<file path="config.mk">
export PLATFORM = sky130hd
export DESIGN_NAME = tms_supervisor
export DESIGN_NICKNAME = d
export VERILOG_FILES = /design/src/tms_pkg.sv /design/src/tms_sync.sv /design/src/tms_supervisor.sv
export SDC_FILE = /design/constraint.sdc
export NUM_CORES = 1
export LEC_CHECK = 0
export ABC_AREA = 1
export CAP_MARGIN = 40
export CORE_MARGIN = 4
export CORE_UTILIZATION = 40
export CTS_CLUSTER_DIAMETER = 50
export CTS_CLUSTER_SIZE = 28
export DETAILED_ROUTE_END_ITERATION = 7
export DONT_BUFFER_PORTS = 1
export PLACE_DENSITY = 0.53
export SLEW_MARGIN = 5
export SYNTH_ARGS = -nofsm -noshare
export SYNTH_HDL_FRONTEND = slang
export SYNTH_SLANG_ARGS = --single-unit
</file>
<file path="constraint.sdc">
create_clock -name ref_clk_i -period 2.4 [get_ports ref_clk_i]
set_input_delay 0.12 -clock ref_clk_i [delete_from_list [all_inputs] [get_ports ref_clk_i]]
set_output_delay 0.12 -clock ref_clk_i [all_outputs]
set_load 0.01 [all_outputs]
</file>
<file path="src/tms_pkg.sv">
// train movement supervision: shared constants and types
// assumes odometry delivers one pulse per fixed travel step with a direction
package tms_pkg;

    // distance thresholds in centimetres, as specified
    localparam int ROLL_AWAY_STILL_CM = 2000; // creep under standstill, 20 m
    localparam int TRAVEL_LIMIT_CM = 500; // all other checks, 5 m

    // default odometry step length in centimetres (plain default)
    localparam int ODO_STEP_CM_DEF = 10;

    // default distance counter width
    localparam int CNT_W_DEF = 12;

    // operating mode code width and number of codes
    localparam int MODE_W = 3;
    localparam int MODE_N = 8;

    // default mode applicability masks, one bit per mode code, and the reverse shunting mode code (plain defaults)
    localparam logic [MODE_N-1:0] ROLL_AWAY_MODES_DEF = 8'hFF;
    localparam logic [MODE_N-1:0] LEVER_SUP_MODES_DEF = 8'hFE;
    localparam logic [MODE_N-1:0] FWD_ONLY_MODES_DEF = 8'h3E;
    localparam logic [MODE_W-1:0] REV_SHUNT_MODE_DEF = 3'h7;

    // direction lever encoding
    localparam logic [1:0] LEVER_NEUTRAL = 2'h0;
    localparam logic [1:0] LEVER_FWD = 2'h1;
    localparam logic [1:0] LEVER_REV = 2'h2;

    // distance accumulator indexes
    localparam int ACC_STILL_CREEP = 0;
    localparam int ACC_NEUTRAL_ROLL = 1;
    localparam int ACC_ROLL_BACK = 2;
    localparam int ACC_ROLL_FWD = 3;
    localparam int ACC_FWD_ONLY = 4;
    localparam int ACC_REV_SHUNT = 5;
    localparam int ACC_N = 6;

    // reset value of every error flag
    localparam logic ERR_RESET = 1'b0;

    // sticky supervision errors handed to error management
    typedef struct packed {
        logic roll_away;              // vital
        logic roll_back;              // vital
        logic roll_forward;           // vital
        logic direction_mode;         // vital
        logic lever_travel_mismatch_error; // non-vital while moving
        logic mismatch_fatal;         // fatal once standstill reached
    } tms_err_t;

endpackage : tms_pkg

</file>
<file path="src/tms_sync.sv">
// two-flop synchroniser for a group of asynchronous level inputs
// assumes nothing reads the first stage except the second stage
`timescale 1ns/1ps
module tms_sync #(
    parameter int W = 1
) (
    // clock and reset
    input wire logic ref_clk_i,
    input wire logic rst_i,
    // asynchronous levels in, synchronised levels out
    input wire logic [W-1:0] async_i,
    output logic [W-1:0] sync_o
);

    logic [W-1:0] meta; // first stage, read only by the second

    // one pair of flops per bit
    genvar b;
    for (b = 0; b < W; b++)
    begin : g_bit
        always_ff @(posedge ref_clk_i)
        begin
            if (rst_i)
            begin
                meta[b] <= 1'b0;
                sync_o[b] <= 1'b0;
            end
            else
            begin
                meta[b] <= async_i[b];
                sync_o[b] <= meta[b];
            end
        end
    end

endmodule : tms_sync

</file>
<file path="src/tms_supervisor.sv">
// train movement supervision: roll-away, direction lever and mode direction
// assumes odometry pulses, standstill, lever and mode arrive from pins
// How it works
// - roll-away supervision only in its marked modes
// - creep over 20 m under standstill: roll-away
// - lever neutral, moving, over 5 m: roll-away
// - lever supervision only in its marked modes
// - lever forward, backward over 5 m: roll-back
// - lever reverse, forward over 5 m: roll-forward
// - lever against travel while moving: non-vital mismatch
// - mismatch turns fatal on reaching standstill
// - backward protection only in forward-only modes
// - forward-only mode, lever reverse, backward 5 m: error
// - reverse shunting, lever forward, forward 5 m: error
// - vital or fatal errors demand emergency brake
`timescale 1ns/1ps
module tms_supervisor #(
    parameter int ODO_STEP_CM = tms_pkg::ODO_STEP_CM_DEF,
    parameter int CNT_W = tms_pkg::CNT_W_DEF,
    parameter logic [tms_pkg::MODE_N-1:0] ROLL_AWAY_MODES =
        tms_pkg::ROLL_AWAY_MODES_DEF,
    parameter logic [tms_pkg::MODE_N-1:0] LEVER_SUP_MODES =
        tms_pkg::LEVER_SUP_MODES_DEF,
    parameter logic [tms_pkg::MODE_N-1:0] FWD_ONLY_MODES =
        tms_pkg::FWD_ONLY_MODES_DEF,
    parameter logic [tms_pkg::MODE_W-1:0] REV_SHUNT_MODE =
        tms_pkg::REV_SHUNT_MODE_DEF
) (
    // clock and reset
    input wire logic ref_clk_i,
    input wire logic rst_i,
    // odometry: one pulse per travel step, direction high for forward
    input wire logic odo_step_i,
    input wire logic odo_fwd_i,
    // standstill condition from odometry
    input wire logic standstill_i,
    // direction lever of the active cab and current operating mode
    input wire logic [1:0] lever_i,
    input wire logic [tms_pkg::MODE_W-1:0] mode_i,
    // error management acknowledges and clears raised errors
    input wire logic err_ack_i,
    // raised errors and the brake demand
    output tms_pkg::tms_err_t errors_o,
    output logic eb_demand_o,
    // supervision functions currently active
    output logic roll_away_active_o,
    output logic lever_sup_active_o,
    output logic reverse_prot_active_o,
    output logic forward_prot_active_o
);

    // thresholds expressed as odometry steps; an error needs strictly more
    localparam int STILL_STEPS = tms_pkg::ROLL_AWAY_STILL_CM / ODO_STEP_CM;
    localparam int TRAVEL_STEPS = tms_pkg::TRAVEL_LIMIT_CM / ODO_STEP_CM;

    // refuse a step or counter width the thresholds cannot live with
    if (ODO_STEP_CM < 1 || ODO_STEP_CM > tms_pkg::TRAVEL_LIMIT_CM)
    begin : g_bad_step
        $error("odometry step length out of range");
    end
    if (CNT_W < 2 || CNT_W > 24 || STILL_STEPS + 1 >= (1 << CNT_W))
    begin : g_bad_width
        $error("distance counter too narrow for the thresholds");
    end

    // synchronised pin levels
    // step, direction, standstill, two lever bits and the mode code
    localparam int SYNC_W = 5 + tms_pkg::MODE_W;
    logic [SYNC_W-1:0] sync_bus;
    logic step_s; // odometry step level
    logic fwd_s; // odometry direction
    logic still_s; // standstill condition
    logic [1:0] lever_s; // lever position
    logic [tms_pkg::MODE_W-1:0] mode_s; // operating mode

    // every odometry, standstill, lever and mode pin passes two flops before any logic sees it
    tms_sync #(
        .W(SYNC_W)
    ) u_sync (
        .ref_clk_i(ref_clk_i),
        .rst_i(rst_i),
        .async_i({odo_step_i, odo_fwd_i, standstill_i, lever_i, mode_i}),
        .sync_o(sync_bus)
    );

    assign {step_s, fwd_s, still_s, lever_s, mode_s} = sync_bus;

    // delayed copies for edge and change detection
    logic step_q; // previous step level
    logic still_q; // previous standstill
    logic [1:0] lever_q; // previous lever position

    // history flops, taken from the synchronised side only
    always_ff @(posedge ref_clk_i)
    begin
        if (rst_i)
        begin
            step_q <= 1'b0;
            still_q <= 1'b1;
            lever_q <= tms_pkg::LEVER_NEUTRAL;
        end
        else
        begin
            step_q <= step_s;
            still_q <= still_s;
            lever_q <= lever_s;
        end
    end

    // the synchroniser wakes from reset at zero, so a train already at
    // standstill would look as if it had just regained it; the regain
    // event is held off until every stage carries a real pin level
    logic [2:0] warm; // one bit per stage filled since release

    // a one walks up the chain, one stage per clock after release
    always_ff @(posedge ref_clk_i)
    begin
        if (rst_i)
        begin
            warm <= '0;
        end
        else
        begin
            warm <= {warm[1:0], 1'b1};
        end
    end

    // decoded events and conditions
    logic step; // one travel step completed
    logic still_rise; // standstill just regained
    logic lever_chg; // lever moved this cycle
    logic lev_fwd; // lever at forward
    logic lev_rev; // lever at reverse
    logic lev_neu; // lever neither forward nor reverse
    logic ra_en; // roll-away supervision enabled
    logic dc_en; // lever supervision enabled
    logic rm_en; // backward-movement protection enabled
    logic fm_en; // forward-movement protection enabled

    assign step = step_s & ~step_q;
    // masked while the stages still hold their reset zeros
    assign still_rise = still_s & ~still_q & warm[2];
    assign lever_chg = lever_s != lever_q;
    assign lev_fwd = lever_s == tms_pkg::LEVER_FWD;
    assign lev_rev = lever_s == tms_pkg::LEVER_REV;
    // the unused code 2'h3 counts as neither position, the safe reading
    assign lev_neu = ~lev_fwd & ~lev_rev;
    assign ra_en = ROLL_AWAY_MODES[mode_s];
    assign dc_en = LEVER_SUP_MODES[mode_s];
    assign rm_en = FWD_ONLY_MODES[mode_s];
    assign fm_en = mode_s == REV_SHUNT_MODE;

    // per-accumulator step and clear conditions, with their thresholds
    logic [tms_pkg::ACC_N-1:0] acc_inc;
    logic [tms_pkg::ACC_N-1:0] acc_clr;
    logic [tms_pkg::ACC_N-1:0] acc_over;
    logic [tms_pkg::ACC_N-1:0] acc_hit; // this step takes the count past
    logic [CNT_W-1:0] acc_limit [tms_pkg::ACC_N];

    // which travel feeds each accumulator and what restarts it
    always_comb
    begin
        // creep under standstill, any direction
        acc_inc[tms_pkg::ACC_STILL_CREEP] = step & still_s;
        acc_clr[tms_pkg::ACC_STILL_CREEP] = ~still_s | ~ra_en;
        // neutral lever after standstill lost, any direction
        acc_inc[tms_pkg::ACC_NEUTRAL_ROLL] = step & ~still_s & lev_neu;
        acc_clr[tms_pkg::ACC_NEUTRAL_ROLL] = still_s | ~lev_neu | ~ra_en;
        // lever forward, backward travel
        acc_inc[tms_pkg::ACC_ROLL_BACK] = step & ~fwd_s & lev_fwd;
        acc_clr[tms_pkg::ACC_ROLL_BACK] = still_rise | lever_chg | ~dc_en;
        // lever reverse, forward travel
        acc_inc[tms_pkg::ACC_ROLL_FWD] = step & fwd_s & lev_rev;
        acc_clr[tms_pkg::ACC_ROLL_FWD] = still_rise | lever_chg | ~dc_en;
        // forward-only mode, lever reverse, backward travel
        acc_inc[tms_pkg::ACC_FWD_ONLY] = step & ~fwd_s & lev_rev;
        acc_clr[tms_pkg::ACC_FWD_ONLY] = still_rise | lever_chg | ~rm_en;
        // reverse shunting, lever forward, forward travel
        acc_inc[tms_pkg::ACC_REV_SHUNT] = step & fwd_s & lev_fwd;
        acc_clr[tms_pkg::ACC_REV_SHUNT] = still_rise | lever_chg | ~fm_en;
    end

    // one saturating distance counter per check
    genvar a;
    for (a = 0; a < tms_pkg::ACC_N; a++)
    begin : g_acc
        logic [CNT_W-1:0] cnt; // travel steps since the start condition

        // only the standstill creep check uses the 20 m figure
        assign acc_limit[a] = (a == tms_pkg::ACC_STILL_CREEP) ?
            CNT_W'(STILL_STEPS) : CNT_W'(TRAVEL_STEPS);
        assign acc_over[a] = cnt > acc_limit[a];
        // raise only on the crossing step, so an acknowledge can clear the
        // flag while the counter still sits saturated past the limit
        assign acc_hit[a] = acc_inc[a] & ~acc_clr[a] & (cnt == acc_limit[a]);

        // clear wins: a restarted check must measure from zero
        always_ff @(posedge ref_clk_i)
        begin
            if (rst_i)
            begin
                cnt <= '0;
            end
            else if (acc_clr[a])
            begin
                cnt <= '0;
            end
            else if (acc_inc[a] && !acc_over[a])
            begin
                // holding just past the limit keeps the counter from wrapping
                cnt <= cnt + CNT_W'(1);
            end
        end
    end

    // set terms for each sticky error
    logic set_roll_away;
    logic set_roll_back;
    logic set_roll_fwd;
    logic set_dir_mode;
    logic set_mismatch;
    logic set_fatal;

    assign set_roll_away = acc_hit[tms_pkg::ACC_STILL_CREEP] & still_s
        | acc_hit[tms_pkg::ACC_NEUTRAL_ROLL];
    assign set_roll_back = acc_hit[tms_pkg::ACC_ROLL_BACK];
    assign set_roll_fwd = acc_hit[tms_pkg::ACC_ROLL_FWD];
    assign set_dir_mode = acc_hit[tms_pkg::ACC_FWD_ONLY]
        | acc_hit[tms_pkg::ACC_REV_SHUNT];
    // judged per step, so direction always comes from fresh odometry
    assign set_mismatch = dc_en & step & ~still_s
        & (lev_fwd & ~fwd_s | lev_rev & fwd_s);
    assign set_fatal = still_rise & errors_o.lever_travel_mismatch_error;

    // vital errors: held until acknowledged, a new set beats the ack
    always_ff @(posedge ref_clk_i)
    begin
        if (rst_i)
        begin
            errors_o.roll_away <= tms_pkg::ERR_RESET;
            errors_o.roll_back <= tms_pkg::ERR_RESET;
            errors_o.roll_forward <= tms_pkg::ERR_RESET;
            errors_o.direction_mode <= tms_pkg::ERR_RESET;
        end
        else
        begin
            errors_o.roll_away <= set_roll_away
                | errors_o.roll_away & ~err_ack_i;
            errors_o.roll_back <= set_roll_back
                | errors_o.roll_back & ~err_ack_i;
            errors_o.roll_forward <= set_roll_fwd
                | errors_o.roll_forward & ~err_ack_i;
            errors_o.direction_mode <= set_dir_mode
                | errors_o.direction_mode & ~err_ack_i;
        end
    end

    // lever mismatch: non-vital while moving, escalated at standstill
    always_ff @(posedge ref_clk_i)
    begin
        if (rst_i)
        begin
            errors_o.lever_travel_mismatch_error <= tms_pkg::ERR_RESET;
            errors_o.mismatch_fatal <= tms_pkg::ERR_RESET;
        end
        else
        begin
            // stays raised through the stop so the fatal flag can follow it
            errors_o.lever_travel_mismatch_error <= set_mismatch
                | errors_o.lever_travel_mismatch_error & ~err_ack_i;
            errors_o.mismatch_fatal <= set_fatal
                | errors_o.mismatch_fatal & ~err_ack_i;
        end
    end

    // brake demand follows every vital or fatal flag, never the non-vital one
    always_ff @(posedge ref_clk_i)
    begin
        if (rst_i)
        begin
            eb_demand_o <= 1'b0;
        end
        else
        begin
            // taken from the set terms too, so the demand is not a cycle late
            eb_demand_o <= set_roll_away | set_roll_back | set_roll_fwd
                | set_dir_mode | set_fatal
                | errors_o.roll_away | errors_o.roll_back
                | errors_o.roll_forward | errors_o.direction_mode
                | errors_o.mismatch_fatal;
        end
    end

    // which functions are supervising now, registered for display
    always_ff @(posedge ref_clk_i)
    begin
        if (rst_i)
        begin
            roll_away_active_o <= 1'b0;
            lever_sup_active_o <= 1'b0;
            reverse_prot_active_o <= 1'b0;
            forward_prot_active_o <= 1'b0;
        end
        else
        begin
            roll_away_active_o <= ra_en;
            lever_sup_active_o <= dc_en;
            reverse_prot_active_o <= rm_en;
            forward_prot_active_o <= fm_en;
        end
    end

endmodule : tms_supervisor

</file>
==> results of run 1 <==
-- synth_stat cells --
library cell / n
nor2_2: 14
nor3b_2: 1
xnor2_1: 3
and2_1: 1
o21ai_0: 22
nand4_1: 5
xor2_1: 6
o21ai_1: 2
o21bai_1: 3
buf_1: 2
nand3b_1: 2
or2_1: 1
buf_12: 1
buf_6: 1
nor2_4: 4
o21ai_2: 2
and2_4: 1
nand3_2: 3
a21oi_1: 38
nand3b_4: 1
nand2_2: 5
inv_2: 7
nor3_1: 11
and3_1: 2
nand2_1: 94
dfxtp_1: 108
ha_1: 14
inv_4: 1
buf_2: 2
a21oi_2: 1
nand3_1: 45
clkinv_2: 1
nand2_4: 3
nor2_1: 115
inv_1: 114
-- layer usage --
layer,up-vias,share of wire [%]
li1,1981,-
met1,1598,49
met2,41,45
met3,4,4.9
met4,0,0.72
met5,-,0
-- per-stage QoR --
step	hold slack (ns)	power (mW)
after floorplan	0.2270	1.951
after global placement	0.1986	1.961
after detailed placement	0.2004	1.963
after CTS	0.01033	3.413
after global routing	0.03758	3.507
final	0.01626	3.350
-- cell type report --
| type | count | area [sq um] | area share (%) |
|---|---|---|---|
| Tap cell | 143 | 178.9 | 3.428 |
| Clock inverter | 7 | 60.06 | 1.151 |
| Timing Repair Buffer | 10 | 110.1 | 2.109 |
| Clock buffer | 9 | 225.2 | 4.314 |
| Sequential cell | 108 | 2162 | 41.42 |
| Inverter | 123 | 465.4 | 8.917 |
| Multi-Input combinational cell | 399 | 2018 | 38.66 |
-- cell families (layout without fill, tap and decap cells) --
family | Yosys count | in the layout | synth area share, %
AND/OR/NAND/NOR | 308 | 308 | 29.93
buffers and inverters | 129 | 149 | 10.95
flip-flops | 108 | 108 | 46.06
AO/OA/AOI/OAI | 68 | 68 | 7.649
adder cells (fa/ha/maj) | 14 | 14 | 3.731
XOR/XNOR | 9 | 9 | 1.679
-- worst reg2reg max path, stage by stage (launching register included) --
cell     delay, ns
dfxtp_1       0.34
inv_2         0.07
ha_1          0.26
nand3_1       0.10
nor2_1        0.15
nand2_1       0.08
a21oi_2       0.14
nand2_1       0.09
o21ai_0       0.16
nor2_1        0.05
-- report_power, final --
| group | internal, mW | switching (mW) | total, mW |
|---|---|---|---|
| clock network | 0.722 | 0.684 | 1.41 |
| logic | 0.0397 | 0.0751 | 0.115 |
| registers | 1.82 | 0.0135 | 1.83 |
-- path summary, 6_finish.rpt --
check             slack (ns)  cells after the start             start          endpoint
setup / recovery        0.86                      9  u_sync.sync_o[3]   g_acc[4].cnt[2]
hold reg to reg         0.40                      2    u_sync.meta[7]  u_sync.sync_o[7]
setup reg to reg        0.86                      9  u_sync.sync_o[3]   g_acc[4].cnt[2]
hold / removal          0.02                      3             rst_i   g_acc[0].cnt[5]
-- sequential cells by signal, summed over array words and instances, names as in the netlist, 2 cells and up --
register       cells
u_sync.meta        8
g_acc.cnt         72
lever_q            2
errors_o           6
warm               3
u_sync.sync_o      8
==> results by group, run 1 <==
Clocking
  – Post-CTS Setup Inserts: 0
  – Clk root buf: clkbuf_16
  – Clock-pin slew on the worst setup and hold paths: around 0.070 ns
  – CTS tree: done
  – Num CTS Buffers: 9
  – Worst-skew pair later-pin latency: roughly 0.34 ns
  – Post-cts resize count: 0
  – # hold bufs at CTS: 10
  – Maximum clock path buffer count: 2
  – Clock sinks: approximately 110
  – # H-tree levels: 3

Die
  – Die area: between 10,000 and 15,000 sq um
  – Ports: 22
  – Core area: roughly 11,000 sq um
  – Rows: 39
  – Die width: between 100 and 150 um
  – Chip height: around 120 um
  – Starting density of the core: 40.94%

Layout
  – # fillers: between 1,000 and 1,500
  – N_diodes: 0
  – Finished Layout Cells: approximately 800
  – Most frequent cells in the layout: 115 x nor2_1, 114 x inv_1, 108 x dfxtp_1, 94 x nand2_1, 45 x nand3_1
  – Final net count: 676
  – Most common cell after layout, fill and taps aside: nor2_1
  – Final core utilization: a little under half
  – Layout cells sized above 1: under 10%
  – Final instance area: about 5200 sq um
  – Layout area overhead: 11.19%

Power
  – Pwr/cell area: between 600 and 700 nW/um^2
  – Maximum vdd drop: a little over 0.0005 V
  – Leak: roughly 2.1 nW

STA
  – Worst slew pin tran: 0.4400 ns
  – # setup viols final: 0
  – Period minus WS final: ~1.5 ns
  – Max Fclk: roughly 0.65 GHz
  – RSZ-0062 raised after global routing: no
  – Final hold violation count: 0
  – Layout Skew: slightly above 0.007 ns
  – Pins Over Slew Limit: 0
  – Relative slew slack: between 70% and 80%
  – Sum Neg Setup Slack: 0 ns
  – Crit share post-route: between 60% and 70%
  – Setup ws final: about 0.86 ns

Synth
  – Syn nets: about 660
  – Post-synth top area share: ~46%
  – Register bit total from synthesis: around 110
  – Post-synth cell types: 35
  – Yosys Warn Count: 0
  – Mapped Avg Cell Area: roughly 7.4 sq um
  – Yosys top cell by area: dfxtp_1
  – Sequential-to-total area share from yosys stat: between 40% and 50%
  – Area contributors post-synth: dfxtp_1 46%, nor2_1 9.2%, inv_1 9.1%
  – Netlist Area Pre-Place: roughly 4700 sq um
  – Synth Instances: 636

Worst setup path
  – CP max FO: 4
  – Critical path's top delay family: simple AND/OR/NAND/NOR gates
  – CP peak stage delay: between 0.3 and 0.4 ns
  – Critical Path End Type: register
  – Worst path cell trace: inv_2 -> ha_1 -> nand3_1 -> nor2_1 -> nand2_1 -> a21oi_2 -> nand2_1 -> o21ai_0 -> nor2_1
  – CP required: between 2 and 3 ns
  – Buf/Inv on CP: 1
  – Startpoint types: register
  – Crit-path slowest cell: dfxtp_1
  – CP Class: register to register
  – WP data arrival: 1.78 ns

Placed design
  – Hpwl dp: 6473 um
  – Post-Place Cell Area: between 4000 and 5000 sq um
  – Placed cells: slightly below 800
  – Pre-CTS setup slack: 0.8548 ns
  – Final GP Congestion: approximately 0.8
  – IO buf count: 0

GRT
  – First-pass GRT wire length: roughly 15,000 um
  – Grt peak-use layer: met2
  – Gr usage total: 13.99%
  – Vias in the first global route: 3,395
  – Grt ovf: 0
  – Met3 Use GR: about 4.2%
  – Initial antenna violation count: 0
  – Largest net degree at the start of global routing: 32
  – M1 GR Usage: 18.37%
  – Met2 usage: 22.58%

Worst hold path
  – Min-delay worst type: input port to register

Detailed routing
  – Drt drc: 0
  – Initial DRC count: roughly 170
  – Vias per cell: between 4 and 5
  – Post-route antenna net violation count: 0
  – WL per Instance: 10.88 um
  – First-pass DRT Iterations: 4
  – Final WL: about 8700 um
  – Vias: roughly 3,600

Run status
  – Status: complete, no violations

Run
  – Maxcap violations: 0
Note: power is estimated with default switching activity, not from simulation.
==> inputs of run 2 (changes only) <==
- ABC_AREA: 1 -> 0
- PLACE_DENSITY: 0.53 -> 0.55
- clock period: 2.4 -> 1.4 ns (I/O delays scaled with it)
==> run 2 against run 1 <==
The flow now finishes with violations (negative hold slack, negative setup slack). Setup slack got worse by 1.1 ns. Count of clock-buffer cells in the layout rose by 1. Final cell count fell by 17%.
==> results by group, run 2 <==
Run status
  – Status: finished, violations left
  – Failing checks: negative hold slack, negative setup slack

Detailed routing
  – Final WL: 9105 um
  – Vias per cell: about 4.8
  – WL per Instance: 13.77 um
  – Initial DRC count: about 130
  – Drt drc: 0
  – Post-route antenna net violation count: 0
  – Vias: 3,195
  – First-pass DRT Iterations: 5

STA
  – Relative slew slack: a little over two thirds
  – Crit share post-route: 114.3%
  – # setup viols final: 60
  – Final hold violation count: 22
  – Setup ws final: -0.2003 ns
  – Worst slew pin tran: approximately 0.45 ns
  – Hold slack: -0.2525 ns
  – Sum Neg Setup Slack: -6.313 ns
  – RSZ-0062 raised after global routing: yes
  – Period minus WS final: between 1.5 and 2 ns
  – Pins Over Slew Limit: 0
  – Max Fclk: between 0.6 and 0.7 GHz
  – Layout Skew: 0.006525 ns

Worst setup path
  – Worst path most repeated cell: buf_6
  – Worst r2r src: u_sync.sync_o[3]
  – R2R cell count: 7
  – WP data arrival: about 1.9 ns
  – R2r setup slk: -0.20 ns
  – Buf/Inv on CP: 3
  – Critical Path End Type: register
  – CP max FO: 6
  – Critical path depth: 7
  – Crit-path slowest cell: or3_4
  – CP peak stage delay: around 0.37 ns
  – Critical path's top delay family: simple AND/OR/NAND/NOR gates
  – CP required: approximately 1.7 ns
  – CP Class: register to register
  – RR Endpoint: g_acc[5].cnt[1]
  – Worst path cell trace: buf_4 -> buf_6 -> xnor2_2 -> nand3_2 -> buf_6 -> or3_4 -> a211oi_2
  – Startpoint types: register

Power
  – Leak: roughly 2.3 nW
  – Maximum vdd drop: ~0.00060 V
  – Total power: about 5.5 mW
  – Pwr/cell area: roughly 900 nW/um^2

Synth
  – Syn nets: roughly 450
  – EDFF count, synth: 0
  – Top-count cell post-synth: dfxtp_1
  – Mapped Avg Cell Area: ~9.7 sq um
  – Synth cell count leaders: 108 x dfxtp_1, 61 x nor2_1, 23 x and2_1
  – Synth Instances: 420
  – Register bit total from synthesis: about 110
  – Yosys top cell by area: dfxtp_1
  – Yosys Warn Count: 0
  – Post-synth top area share: 53.15%
  – Area contributors post-synth: dfxtp_1 53%, nor2_1 5.6%, xnor2_1 4.5%
  – Sequential-to-total area share from yosys stat: 53.15%
  – Netlist Area Pre-Place: between 4000 and 5000 sq um
  – Ys flop type: dfxtp_1
  – Post-synth cell types: between 40 and 50
  – Async SR Flop Fraction: 0%

GRT
  – Initial antenna violation count: 0
  – Vias in the first global route: around 3,200
  – First-pass GRT wire length: approximately 15,000 um
  – Gr usage total: between 10% and 20%
  – Grt ovf: 0
  – Largest net degree at the start of global routing: 41

Clocking
  – Num CTS Buffers: 9
  – Clk root buf: clkbuf_8
  – Worst-skew pair later-pin latency: 0.39 ns
  – Clock sinks: between 100 and 150
  – # hold bufs at CTS: 28
  – Clock-pin slew on the worst setup and hold paths: approximately 0.1 ns
  – # H-tree levels: 3
  – Maximum clock path buffer count: 2
  – CTS tree: done

Layout
  – Register with the most flip-flops: g_acc.cnt
  – Register Area: 2180 sq um
  – Multi-input logic area: around 2400 sq um
  – Max FFs per register: a little over 70
  – Layout area overhead: 45.49%
  – N_diodes: 0
  – Layout cells sized above 1: 36.55%
  – Most common cell after layout, fill and taps aside: dfxtp_1
  – Biggest regs: g_acc.cnt (72), u_sync.meta (8), u_sync.sync_o (8)
  – Most frequent cells in the layout: 96 x dfxtp_1, 51 x buf_4, 49 x nor2_1, 28 x dlygate4sd3_1, 21 x nor2b_1
  – # fillers: around 860
  – Final net count: 548
  – Final core utilization: about 60%

Die
  – Ports: 22
  – Core area: slightly below 10,000 sq um
  – Die area: around 12,000 sq um
  – Rows: 36
  – Starting density of the core: about two fifths
  – Chip height: roughly 110 um
  – Die width: approximately 110 um

Placed design
  – Final GP Congestion: about 0.74
  – Hpwl dp: approximately 5600 um
  – IO buf count: 0
  – Pre-CTS setup slack: -0.3169 ns

Worst hold path
  – Min-delay worst type: input port to register
  – Hold Path Sink: errors_o[4]
  – Worst Hold Depth: 1
  – Hold Startpoint: rst_i

Run
  – Maxcap violations: 0
-- run 2: cell count changes in the layout (fill, tap and decap cells not counted), sizes merged, moves of 11 or more --
cell,previous run,this run
xnor2,3,21
nand3,48,11
dlygate4sd3,9,28
buf,1,71
o21ai,26,2
and3,2,19
nand2,102,22
nor3,11,22
and2,2,23
nor2b,0,21
a21oi,39,8
inv,125,18
nor2,133,61
-- run 2: cell type report --
class	count	area share [%]
multi-input combinational	289	40.68
sequential	108	36.83
timing repair buffer	99	15.01
tap	133	2.812
clock buffer	10	2.326
clock inverter	6	1.332
inverter	16	1.015
-- run 2: how the worst max path moves through the flow --
stage	startpoint	to	slack, ns
after floorplan	u_sync.sync_o[3]	g_acc[1].cnt[4]	-0.13
after global placement	g_acc[0].cnt[11]	g_acc[0].cnt[5]	-0.29
after detailed placement	g_acc[0].cnt[11]	g_acc[0].cnt[5]	-0.32
after CTS	u_sync.sync_o[3]	g_acc[1].cnt[4]	-0.18
after global routing	u_sync.sync_o[3]	g_acc[1].cnt[4]	-0.30
final	u_sync.sync_o[3]	g_acc[5].cnt[1]	-0.20
-- run 2: layer usage --
| layer | track usage (%) | wire, um | part of all wire [%] | up-vias |
|---|---|---|---|---|
| met1 | 20.90 | 4304 | 47 | 1506 |
| met2 | 25.77 | 4303 | 47 | 43 |
| met4 | 5.591 | 184 | 2.0 | 0 |
| met5 | 0 | 0 | 0 | - |
| li1 | - | - | - | 1633 |
| met3 | 5.684 | 312 | 3.4 | 13 |
-- run 2: through the flow --
| step | cells | cell area [sq um] |
|---|---|---|
| 2_1_floorplan | 420 | 4187 |
| 3_3_place_gp | 595 | 4691 |
| 3_5_place_dp | 595 | 4691 |
| 4_1_cts | 653 | 5674 |
| 5_1_grt | 661 | 5918 |
| 6_report | 661 | 5918 |
-- run 2: cell families (layout without fill, tap and decap cells) --
kind of cell | count (synthesis) | count (layout) | share of synthesized area, %
AOI/OAI and AO/OA | 33 | 33 | 6.060
and+or+nand+nor | 213 | 213 | 27.93
adders and majority gates | 14 | 14 | 4.306
DFF | 108 | 108 | 53.15
muxes | 2 | 2 | 0.5229
xor gates and xnor gates | 27 | 27 | 5.814
buffers and inverters | 23 | 131 | 2.215
-- run 2: power breakdown --
| part | switching (mW) | internal [mW] | leakage (nW) | total [mW] |
|---|---|---|---|---|
| Combinational | 0.135 | 0.179 | 1.29 | 0.315 |
| Sequential | 0.0276 | 3.11 | 0.882 | 3.14 |
| Clock | 1.13 | 0.910 | 0.110 | 2.04 |
-- run 2: what timing repair did --
action / CTS / global route
resized for setup: 85 / 43
setup buffers: 13 / 10
setup endpoints to repair: 68 / 70
pin swaps: 47 / 36
endpoints found under the hold margin: 59 / 46
cloned: 2 / 0
==> inputs of run 3 (changes only) <==
- CORE_UTILIZATION: 40 -> 52
- PLACE_DENSITY: 0.55 -> 0.69
==> run 3 against run 2 <==
The flow still finishes with violations (negative hold slack, negative setup slack). First-iteration DRC count rose by 10%. Utilization rose by 20 points. Count of clock-buffer cells in the layout fell by 1. Worst hold slack improved by 0.015 ns. Non-clock buffer count fell by 7. Largest power group unchanged.
==> results by group, run 3 (synthesized netlist as in run 2, its figures left out) <==
Layout
  – Max FFs per register: 72
  – Layout area overhead: 45.43%
  – Final net count: approximately 540
  – Register with the most flip-flops: g_acc.cnt
  – Most common cell after layout, fill and taps aside: dfxtp_1
  – Final core utilization: between 70 and 80%
  – Most frequent cells in the layout: 91 x dfxtp_1, 43 x buf_4, 41 x nor2_1, 27 x dlygate4sd3_1
  – Final instance area: around 6000 sq um
  – N_diodes: 0
  – Biggest regs: g_acc.cnt (72), u_sync.meta (8), u_sync.sync_o (8)
  – Layout cells sized above 1: approximately two fifths

Placed design
  – Final GP Congestion: between 0.8 and 0.9
  – Post-Place Cell Area: approximately 4600 sq um
  – IO buf count: 0
  – Hpwl dp: about 5600 um

Clocking
  – Clock-pin slew on the worst setup and hold paths: roughly 0.10 ns
  – Clk root buf: clkbuf_8
  – # hold bufs at CTS: 27
  – # H-tree levels: 3
  – Worst-skew pair later-pin latency: 0.38 ns
  – Maximum clock path buffer count: 2
  – Clock sinks: around 110
  – CTS tree: done
  – Num CTS Buffers: 9

Die
  – Chip height: approximately 96 um
  – Die area: approximately 9300 sq um
  – Die width: between 90 and 100 um
  – Ports: 22
  – Core area: roughly 7400 sq um
  – Rows: 31
  – Starting density of the core: 54.91%

Detailed routing
  – Vias per cell: about 5.3
  – WL per Instance: about 16 um
  – Vias: approximately 3,300
  – Drt drc: 0
  – Post-route antenna net violation count: 0
  – Final WL: 9712 um
  – First-pass DRT Iterations: 5
  – Initial DRC count: about 140

Run
  – Maxcap violations: 0

Power
  – Clock Power Share: approximately 38%
  – Maximum vdd drop: between 0.0008 and 0.0009 V
  – Sw Share: around 22%
  – Internal power: approximately 4.3 mW
  – Leak: between 2 and 2.5 nW
  – Psw: approximately 1.2 mW
  – Pwr/cell area: approximately 930 nW/um^2
  – Sequential share of power: 56.9%
  – Gate power share: around 5.6%

STA
  – Max Fclk: 0.6243 GHz
  – RSZ-0062 raised after global routing: yes
  – Sum Neg Setup Slack: -4.840 ns
  – Relative slew slack: 68.13%
  – # setup viols final: 65
  – Layout Skew: ~0.02 ns
  – Crit share post-route: 114.4%
  – Setup ws final: -0.2017 ns
  – Worst slew pin tran: approximately 0.47 ns
  – Final hold violation count: 15
  – Period minus WS final: 1.602 ns
  – Hold slack: -0.2374 ns
  – Pins Over Slew Limit: 0

GRT
  – Largest net degree at the start of global routing: a little over 40
  – Grt ovf: 0
  – Grt peak-use layer: met2
  – Gr usage total: around a fifth
  – Met2 usage: between 30% and 40%
  – First-pass GRT wire length: 14,900 um
  – Initial antenna violation count: 0
  – Met3 Use GR: 5.809%
  – Vias in the first global route: approximately 3,200
  – M1 GR Usage: a little over a quarter

Worst setup path
  – Worst r2r src: u_sync.sync_o[3]
  – RR Endpoint: g_acc[1].cnt[2]
  – Crit-path slowest cell: dfxtp_2
  – Critical path's top delay family: simple AND/OR/NAND/NOR gates
  – Buf/Inv on CP: 1
  – Worst path cell trace: inv_2 -> ha_4 -> nor4b_4 -> nand3_4 -> nor3_4 -> xnor2_1 -> nor2_1
  – WP data arrival: 1.86 ns
  – R2r setup slk: -0.20 ns
  – CP Class: register to register
  – Critical Path End Type: register
  – Critical path depth: 7
  – CP max FO: 6
  – CP required: around 1.7 ns
  – R2R cell count: 7
  – Startpoint types: register
  – CP peak stage delay: 0.36 ns
  – Crit path to: g_acc[1].cnt[2]
  – Critical path origin: u_sync.sync_o[3]

Run status
  – Status: finished, violations left
  – Failing checks: negative hold slack, negative setup slack

Worst hold path
  – Min-delay worst type: input port to register
[run 3: cell count changes in the layout (fill, tap and decap cells not counted), sizes merged]
| cell | change |
|---|---|
| clkbuf | -1 |
| dlygate4sd3 | -1 |
| buf | -6 |
| inv | -1 |
| bufinv | +1 |
| clkinvlp | +1 |
[run 3: worst min path at each step]
stage | slack (ns) | cells past startpoint | to | from
after global placement | 0.15 | 1 | warm[1] | rst_i
after CTS | -0.25 | 1 | errors_o[2] | rst_i
final | -0.24 | 1 | errors_o[1] | rst_i
after floorplan | 0.16 | 1 | roll_away_active_o | rst_i
after detailed placement | 0.15 | 1 | lever_sup_active_o | rst_i
after global routing | -0.26 | 1 | errors_o[2] | rst_i
[run 3: worst reg2reg max path, cell delays in order, from the launching register on]
cell	delay, ns
dfxtp_2	0.36
inv_2	0.06
ha_4	0.25
nor4b_4	0.23
nand3_4	0.18
nor3_4	0.22
xnor2_1	0.14
nor2_1	0.05
[run 3: what timing repair did]
action / 4_1_cts / 5_1_grt
cloned: 2 / 0
pin swaps: 38 / 40
gates resized for setup: 81 / 71
hold endpoints to repair: 50 / 25
setup buffers: 11 / 6
setup endpoints to repair: 62 / 69
[run 3: cell type report]
cell class                 instances  area [sq um]
multi-input combinational        289          2474
sequential                       108          2186
fill                             415          1493
timing repair buffer              92         849.6
clock buffer                       9         123.9
tap                               99         123.9
clock inverter                     7         98.84
inverter                          16         60.06
[run 3: per-layer routing]
metal,wire (um),part of all wire (%),up-vias
met4,299,3.1,0
li1,-,-,1611
met3,347,3.6,23
met5,0,0,-
met2,4800,49,62
met1,4264,44,1572
[run 3: per-stage QoR]
stage,total power [mW],setup slack [ns],cells
2_1_floorplan,3.315,-0.1274,420
3_3_place_gp,3.374,-0.2003,559
3_5_place_dp,3.380,-0.2522,559
4_1_cts,5.535,-0.1876,614
5_1_grt,5.720,-0.3053,620
6_report,5.530,-0.2017,620
[run 3: power groups by stage]
stage                     sequential, mW  clock (mW)  combinational, mW
final                               3.14        2.07              0.312
after detailed placement            3.21           0              0.171
after global placement              3.21           0              0.168
after global routing                3.15        2.24              0.334
after CTS                           3.14        2.12              0.275
after floorplan                     3.20           0              0.112
